## config.mk

```make
export PLATFORM = sky130hd
export DESIGN_NAME = stop_clock_modulation_regs
export DESIGN_NICKNAME = d
export VERILOG_FILES = /design/src/hdl/stop_clock_modulation_regs.v
export VERILOG_INCLUDE_DIRS = /design/src /design/src/hdl
export SDC_FILE = /design/constraint.sdc
export NUM_CORES = 1
export LEC_CHECK = 0
export ABC_AREA = 1
export BUFFER_PORTS_ARGS = -buffer_cell sky130_fd_sc_hd__buf_2
export CAP_MARGIN = 20
export CORE_MARGIN = 3
export CORE_UTILIZATION = 35
export DETAILED_ROUTE_END_ITERATION = 12
export SLEW_MARGIN = 20
export SYNTH_ARGS = -nofsm -noshare
export SYNTH_HDL_FRONTEND = slang
export SYNTH_SLANG_ARGS = --single-unit
```

## constraint.sdc

```tcl
create_clock -name i_clock -period 5.1 [get_ports i_clock]
set_clock_uncertainty 0.15 [all_clocks]
set_input_delay 0.51 -clock i_clock [delete_from_list [all_inputs] [get_ports i_clock]]
set_output_delay 0.51 -clock i_clock [all_outputs]
set_load 0.005 [all_outputs]
```

## src/hdl/stop_clock_defs.vh

```
// register offsets, field positions, reset values and timing counts for the stop-clock block
`ifndef STOP_CLOCK_DEFS_VH
`define STOP_CLOCK_DEFS_VH

// register indices reached through the index/data port pair
`define GENERAL_OUTPUT_OFS 8'h7B
`define STOP_CLOCK_CONTROL_OFS 8'h7C
`define DOZE_READBACK_OFS 8'h88
`define STANDBY_READBACK_OFS 8'h89
`define SUSPEND_READBACK_OFS 8'h8A
`define HOUSEKEEPING_READBACK_OFS 8'h8B
`define PERIPHERAL_READBACK_OFS 8'h8C

// reset values
`define GENERAL_OUTPUT_RESET 8'h00
`define STOP_CLOCK_CONTROL_RESET 8'h00
`define DOZE_READBACK_RESET 8'h00

// stop_clock_control fields
`define HALT_DUTY_MSB 7
`define HALT_DUTY_LSB 5
`define POWERDOWN_DUTY_MSB 4
`define POWERDOWN_DUTY_LSB 2
`define PERIOD_SELECT_BIT 1

// power_state_unit state codes
`define STATE_POWER_ON 3'h0
`define STATE_DOZE 3'h1
`define STATE_STANDBY 3'h2
`define STATE_SUSPEND 3'h3
`define STATE_DOZE_HK 3'h5
`define STATE_STANDBY_HK 3'h6

// duty codes
`define DUTY_NEVER 3'h0
`define DUTY_FULL 3'h7

// modulation period: 64 ms for either value of the select bit
`define PERIOD_SEL0_MS 64
`define PERIOD_SEL1_MS 64
`define CLOCK_MHZ 100
`define PERIOD_SEL0_CYCLES (`PERIOD_SEL0_MS * 1000 * `CLOCK_MHZ)
`define PERIOD_SEL1_CYCLES (`PERIOD_SEL1_MS * 1000 * `CLOCK_MHZ)

`endif

```

## src/hdl/stop_clock_modulation_regs.v

```verilog
// stop-clock modulation, general output latch strobe and timer read-back registers
//
// Function
// - writing the general output register also loads the external output latch
// - reading the general output register returns the internal copy
// - latch select strobe pulses low for the cycle after a general output register write
// - bits 7-5 choose duty in power-on and house-keeping states
// - power-on field: 000 never, 001-110 halves to 1/64, 111 reserved
// - bits 4-2 choose duty in doze, standby and suspend
// - power-down field decodes alike, and 111 halts the whole period
// - a pending system-management interrupt holds the halt deasserted
// - bit 1 selects the modulation period, both printed as 64 ms
// - doze read-back at 88h returns doze timer bits 8-1
// - doze timer bit 0 is never readable
// - standby read-back shows 5-bit timer in bits 4-0, rest zero
// - suspend read-back shows 7-bit timer in bits 6-0, bit 7 zero
// - house-keeping read-back returns its timer bits 8-1
// - peripheral read-back returns its timer bits 8-1
// - control and doze read-back read 00h after reset; only control is reset, doze read-back returns live doze timer bits 8-1
// - three-bit power state picks which duty field applies
`timescale 1ns/1ns
`default_nettype none
`include "stop_clock_defs.vh"

module stop_clock_modulation_regs #(
   parameter PERIOD_SEL0_CYCLES = `PERIOD_SEL0_CYCLES,
   parameter PERIOD_SEL1_CYCLES = `PERIOD_SEL1_CYCLES
) (
   // clock and reset
   input wire i_clock,
   input wire i_sys_rst,
   // index/data register port, index already latched from the index port
   input wire [7:0] i_reg_index,
   input wire i_reg_write,
   input wire i_reg_read,
   input wire [7:0] i_reg_wdata,
   output reg [7:0] o_reg_rdata,
   // power state unit status
   input wire [2:0] i_power_state_unit,
   input wire i_smi_pending,
   // running timers
   input wire [8:0] i_doze_timer,
   input wire [4:0] i_standby_timer,
   input wire [6:0] i_suspend_timer,
   input wire [8:0] i_housekeeping_timer,
   input wire [8:0] i_peripheral_timer,
   // external output latch, fed from the isa data bus
   output reg o_output_latch_select_n,
   output reg [7:0] o_latch_data,
   // processor stop-clock
   output reg o_cpu_clock_halt_n
);

   reg [7:0] general_output_q;
   reg [7:0] stop_clock_control_q;
   reg [31:0] period_count_q;
   reg [31:0] period_count_d;
   reg [31:0] period_len;
   reg [2:0] duty_code;
   reg powerdown_state;
   reg halt_active;
   reg [7:0] rdata_d;
   reg [5:0] shift_sel;

   wire [2:0] halt_duty_field = stop_clock_control_q[`HALT_DUTY_MSB:`HALT_DUTY_LSB];
   wire [2:0] powerdown_duty_field = stop_clock_control_q[`POWERDOWN_DUTY_MSB:`POWERDOWN_DUTY_LSB];

   // register writes; bit 0 of the control register is reserved and kept zero
   always @(posedge i_clock) begin
      if (i_sys_rst) begin
         general_output_q <= `GENERAL_OUTPUT_RESET;
         stop_clock_control_q <= `STOP_CLOCK_CONTROL_RESET;
      end else if (i_reg_write) begin
         if (i_reg_index == `GENERAL_OUTPUT_OFS) begin
            general_output_q <= i_reg_wdata;
         end
         if (i_reg_index == `STOP_CLOCK_CONTROL_OFS) begin
            stop_clock_control_q <= {i_reg_wdata[7:1], 1'b0};
         end
      end
   end

   // latch strobe and data: one-cycle low pulse carrying the written byte
   always @(posedge i_clock) begin
      if (i_sys_rst) begin
         o_output_latch_select_n <= 1'b1;
         o_latch_data <= `GENERAL_OUTPUT_RESET;
      end else begin
         o_output_latch_select_n <= ~(i_reg_write && i_reg_index == `GENERAL_OUTPUT_OFS);
         if (i_reg_write && i_reg_index == `GENERAL_OUTPUT_OFS) begin
            o_latch_data <= i_reg_wdata;
         end
      end
   end

   // read multiplexer; unmapped indices read zero so other blocks can share the port
   always @* begin
      rdata_d = 8'h00;
      case (i_reg_index)
         `GENERAL_OUTPUT_OFS: rdata_d = general_output_q;
         `STOP_CLOCK_CONTROL_OFS: rdata_d = stop_clock_control_q;
         `DOZE_READBACK_OFS: rdata_d = i_doze_timer[8:1];
         `STANDBY_READBACK_OFS: rdata_d = {3'h0, i_standby_timer};
         `SUSPEND_READBACK_OFS: rdata_d = {1'b0, i_suspend_timer};
         `HOUSEKEEPING_READBACK_OFS: rdata_d = i_housekeeping_timer[8:1];
         `PERIPHERAL_READBACK_OFS: rdata_d = i_peripheral_timer[8:1];
         default: rdata_d = 8'h00;
      endcase
   end

   // read data registered; held until the next read
   always @(posedge i_clock) begin
      if (i_sys_rst) begin
         o_reg_rdata <= 8'h00;
      end else if (i_reg_read) begin
         o_reg_rdata <= rdata_d;
      end
   end

   // field selection by power state: doze, standby, suspend use the power-down field
   always @* begin
      case (i_power_state_unit)
         `STATE_DOZE, `STATE_STANDBY, `STATE_SUSPEND: powerdown_state = 1'b1;
         default: powerdown_state = 1'b0;
      endcase
      duty_code = powerdown_state ? powerdown_duty_field : halt_duty_field;
   end

   // period counter; both period settings print the same figure, kept separate
   always @* begin
      period_len = stop_clock_control_q[`PERIOD_SELECT_BIT] ? PERIOD_SEL1_CYCLES : PERIOD_SEL0_CYCLES;
      if (period_count_q >= period_len - 32'h1) begin
         period_count_d = 32'h0;
      end else begin
         period_count_d = period_count_q + 32'h1;
      end
   end

   always @(posedge i_clock) begin
      if (i_sys_rst) begin
         period_count_q <= 32'h0;
      end else begin
         period_count_q <= period_count_d;
      end
   end

   // halt window: first period/2^code cycles; reserved power-on 111 treated as never
   always @* begin
      shift_sel = 6'h00;
      halt_active = 1'b0;
      if (duty_code == `DUTY_FULL) begin
         halt_active = powerdown_state;
      end else if (duty_code != `DUTY_NEVER) begin
         shift_sel = {3'h0, duty_code};
         halt_active = period_count_q < (period_len >> shift_sel);
      end
      if (i_smi_pending) begin
         halt_active = 1'b0;
      end
   end

   // stop-clock output, active low
   always @(posedge i_clock) begin
      if (i_sys_rst) begin
         o_cpu_clock_halt_n <= 1'b1;
      end else begin
         o_cpu_clock_halt_n <= ~halt_active;
      end
   end

endmodule
`default_nettype wire

```

== Word level (Yosys, flattened, before mapping) ==
Index checks and enable logic that the tools add are counted.
Cells by class
  $add $sub $neg: 1
  order comparisons: 2
  equality and inequality tests: 11
  shifts and indexed selects: 1
  muxes and demuxes: 6
  bitwise operators: 2
  reductions and logical operators: 6
Operator list (count)
  $pmux 8 s7: 1
  $eq 8x8->1 const B: 5
  $add 32x1->32 const B: 1
  $ge 32x23->1 const B: 1
  $lt 32x32->1: 1
  $shr 23x3->32 const A: 1
  $eq 8x7->1 const B: 2
  $eq 3x2->1 const B: 2
  $mux 1: 4
  $reduce_and 2->1: 2
  $eq 3x1->1 const B: 1
  $eq 3x3->1 const B: 1
  $mux 3: 1
  $reduce_bool 3->1: 1
  $reduce_or 3->1: 1
  $not 1->1: 2
  $reduce_or 2->1: 1
  $logic_and 1x1->1: 1
Storage, ports and cells
  flip-flop bits (word level): 65
  bits of input ports: 63
  output and inout bits: 18

== Depth between registers and ports, before layout ==
  depth in word-level cells: 10
  depth in mapped cells: 21

== Worst setup path before layout ==
OpenSTA, ideal clock, no wires.
  path type: input to register
  start point: input port i_power_state_unit[1]
  end point: register o_cpu_clock_halt_n
  library setup time: 58 ps
  arrival: 2350 ps
  required time: 4892 ps
  slack: 2542 ps
  stages on the path: 20
  buffers on the path: 0
  path through: o21ai_2 nand2_1 nand2_1 inv_1 ha_1 inv_1 nand2_1 nand2_1 inv_1 ha_1 nand2_1 nor2_1 nand2_1 nor2_1 nand2_1 nand3_1 nand2_1 nand2_1 nand2_1 nand2_1
Between the ends
  word-level cells in the longest chain between the ends: 10
Ends and longest elaborated chain
  from (decl): RTL line stop_clock_modulation_regs.v:39  | input wire [2:0] i_power_state_unit,
  $eq 3x1->1 or $eq 3x2->1 (tied branches): RTL line stop_clock_modulation_regs.v:122  | case (i_power_state_unit)
  $reduce_or 3->1 (*): RTL line stop_clock_modulation_regs.v:122
  $mux 1 (*): RTL line stop_clock_modulation_regs.v:122
  $mux 3: RTL line stop_clock_modulation_regs.v:126  | duty_code = powerdown_state ? powerdown_duty_field : halt_duty_field;
  $shr 23x3->32: RTL line stop_clock_modulation_regs.v:155  | halt_active = period_count_q < (period_len >> shift_sel);
  $lt 32x32->1: RTL line stop_clock_modulation_regs.v:155
  $mux 1: RTL line stop_clock_modulation_regs.v:153  | end else if (duty_code != `DUTY_NEVER) begin
  $mux 1 (*): RTL line stop_clock_modulation_regs.v:151  | if (duty_code == `DUTY_FULL) begin
  $mux 1 (*): RTL line stop_clock_modulation_regs.v:157  | if (i_smi_pending) begin
  $not 1->1 (*): RTL line stop_clock_modulation_regs.v:167  | o_cpu_clock_halt_n <= ~halt_active;
  to (signal assigned): RTL line stop_clock_modulation_regs.v:167
  to (decl): RTL line stop_clock_modulation_regs.v:51  | output reg o_cpu_clock_halt_n
Every way passes the cells marked *; elsewhere a longest branch is shown, timed or not.
A chain may end at the register's enable or synchronous reset.

== Worst setup path in the final report ==
Ends and elaborated chain as after synthesis.

==> flow_summary.toml <==
[routing]
top_layer = "met4"
route.met2.wl_um = 4370
first_pass_iters = 4
wl_um = 8890
num_vias = 3537
drtIter0Drc = 231
vias_per_cell = 4.69
drc = 0
wl_per_cell_um = 11.8
wl_met1_um = 3950
wl_met3_um = 485
ant_nets = 0

[sta]
timing.fmax_mhz = 368
fin_crit_ns = 2.72
hold_violations = 0
final.period_utilization = 0.533
max_slew_margin = 0.539
setup_viol = 0
rsz0062_at_grt = "false"
worst_pin_slew_ns = 0.689
finalMaxSlewViolations = 0
finalSetupTns_ns = 0

[final_layout]
final_cell_mix = "125 x nand2_1, 77 x buf_2, 66 x nand3_1, 66 x inv_1, 57 x dfxtp_1"
layout.nets = 703
final_cell_count_no_fill = 754
n_antenna_cell = 0
areaGrowthSynthToFinish_pct = 18.0
mostFrequentLayoutCell = "nand2_1"
drive_gt1_frac = 0.219

[cts]
cts-htree-levels = 3
post_cts_buffers = 0
cts_buffers = 9
cts.sinks = 57
ctsHoldBuffers = 0
clockBufferDepth = 2
clkSlewWorstSetupHoldPaths_ns = 0.06
post_cts_resized = 0
root_buffer = "clkbuf_8"
cts_tree = "built"
clk_latency_ns = 0.34

[worst_hold_path]
hold_path.class = "primary input to flop"

[floorplanning]
die_w_um = 108
initial_core_util = 0.367
rows = 36
io_pins = 81
die_y_um = 108
coreArea_um2 = 9950
dieArea_um2 = 11700

[yosys]
yosys_warnings = 0
seq_area_frac_synth = 0.312
synth.ff_latch_count = 57
post_synth.cell_area_avg_um2 = 6.83
synthTopCellsByArea = "dfxtp_1 31%, nand2_1 13%, nand3_1 9.0%, ha_1 8.2%, inv_1 6.8%"
synth_top_area_frac = 0.312
syn_inst = 535
synth.distinct_cells = 30
yosysTopAreaCell = "dfxtp_1"
syn_area_um2 = 3650

[critical_path]
timing.rr.end = "o_cpu_clock_halt_n"
reg2reg_depth = 20
crit_arrival_ns = 2.84
r2r-start = "stop_clock_control_q[3]"
path_max_fanout = 6
required_ns = 5.23
critical_path_class = "primary input to flop"
crit_start = "i_power_state_unit[1]"
end_kind = "flop"
reg2reg_slack_ns = 2.47
endpoint = "o_cpu_clock_halt_n"
cp-start-kind = "primary input"

[placement]
hpwl_um = 6970
port_buffers = 77
place_congestion = 0.830
dp_cells = 738

[pwr]
vdd_drop_max_uv = 153
cellPowerDensity_nw_per_um2 = 223
p_leak_nw = 1.95

[grt]
grt_overflow_total = 0
grt_pass1_vias = 3298
track_usage = 0.154
antenna_found_initial = 0
grt_pass1_wl_um = 14600
grt_max_degree = 36

[status]
outcome = "complete, no violations"

[job]
drv_cap = 0
-- worst min path at each step --
stage | from | cells past startpoint | to
after floorplan | stop_clock_control_q[1] | 2 | stop_clock_control_q[1]
after global placement | stop_clock_control_q[1] | 2 | stop_clock_control_q[1]
after detailed placement | stop_clock_control_q[1] | 2 | stop_clock_control_q[1]
after CTS | i_reg_wdata[0] | 3 | general_output_q[0]
after global routing | i_reg_wdata[0] | 3 | general_output_q[0]
final | i_reg_wdata[0] | 3 | general_output_q[0]
-- cell families after synthesis --
logic type	share of synthesized area
buffers and inverters	0.100
XOR/XNOR	0.0455
adder cells (fa/ha/maj)	0.0822
flip-flops	0.312
AO/OA/AOI/OAI	0.0818
other	0.00103
AND/OR/NAND/NOR	0.377
-- sequential cells by signal, indices dropped and copies added, names as in the netlist --
signal,count
period_count_q,32
general_output_q,8
o_reg_rdata,8
stop_clock_control_q,7
o_cpu_clock_halt_n,1
o_output_latch_select_n,1
-- synthesized netlist by cell type --
| cell | instances |
|---|---|
| buf_2 | 3 |
| nor3_2 | 1 |
| nand3_4 | 1 |
| buf_12 | 2 |
| xor2_1 | 14 |
| ha_1 | 24 |
| a21oi_1 | 29 |
| buf_1 | 1 |
| dfxtp_1 | 57 |
| a21o_1 | 1 |
| clkbuf_1 | 2 |
| buf_4 | 7 |
| a31oi_1 | 2 |
| o21a_1 | 3 |
| nand3_2 | 3 |
| nor2_4 | 4 |
| nand4_1 | 5 |
| xnor2_1 | 5 |
| nand3_1 | 66 |
| nand2_1 | 125 |
| nand2_2 | 5 |
| o21ai_2 | 1 |
| conb_1 | 1 |
| a21boi_0 | 1 |
| nand3b_1 | 1 |
| nor2_1 | 49 |
| o21ai_0 | 19 |
| nor2_2 | 29 |
| inv_1 | 66 |
| nor3_1 | 8 |
-- metrics by stage --
step	util	total power [mW]	hold WS (ns)	worst slack (ns)	area, µm²
2_1_floorplan	-	0.517	0.274	2.54	3680
3_3_place_gp	0.414	0.551	0.289	2.06	4120
3_5_place_dp	0.414	0.554	0.294	2.04	4120
4_1_cts	0.433	0.977	0.261	2.38	4310
5_1_grt	0.433	1.01	0.277	2.07	4310
6_report	0.433	0.961	0.279	2.38	4310
-- routing by layer --
metal  global-route usage  up-vias
met1                0.181     1583
met3               0.0400        7
met4               0.0388        0
li1                     -     1863
met5                    0        -
met2                0.279       84
-- worst max-delay path, stage by stage --
cell	delay, ns
buf_2	0.11
o21ai_2	0.21
nand2_1	0.07
nand2_1	0.19
inv_1	0.15
ha_1	0.34
inv_1	0.08
nand2_1	0.08
nand2_1	0.10
inv_1	0.04
ha_1	0.26
nand2_1	0.06
nor2_1	0.13
nand2_1	0.06
nor2_1	0.08
nand2_1	0.06
nand3_1	0.08
nand2_1	0.05
nand2_1	0.09
nand2_1	0.05
nand2_1	0.05
-- power breakdown --
part	leakage [nW]	internal, mW	total, mW	switching, mW
Clock	0.0953	0.237	0.416	0.179
Combinational	1.39	0.0368	0.0939	0.0570
Sequential	0.462	0.449	0.451	0.00136
Total	1.95	0.723	0.961	0.238
-- area by class of cell --
class	count	area, µm²
clock buffer	11	141
clock inverter	5	55.1
fill	1061	5640
inverter	66	248
multi-input combinational	405	2180
sequential	57	1140
tap	133	166
timing repair buffer	77	385
No activity file was read; power rests on OpenSTA's default activity.
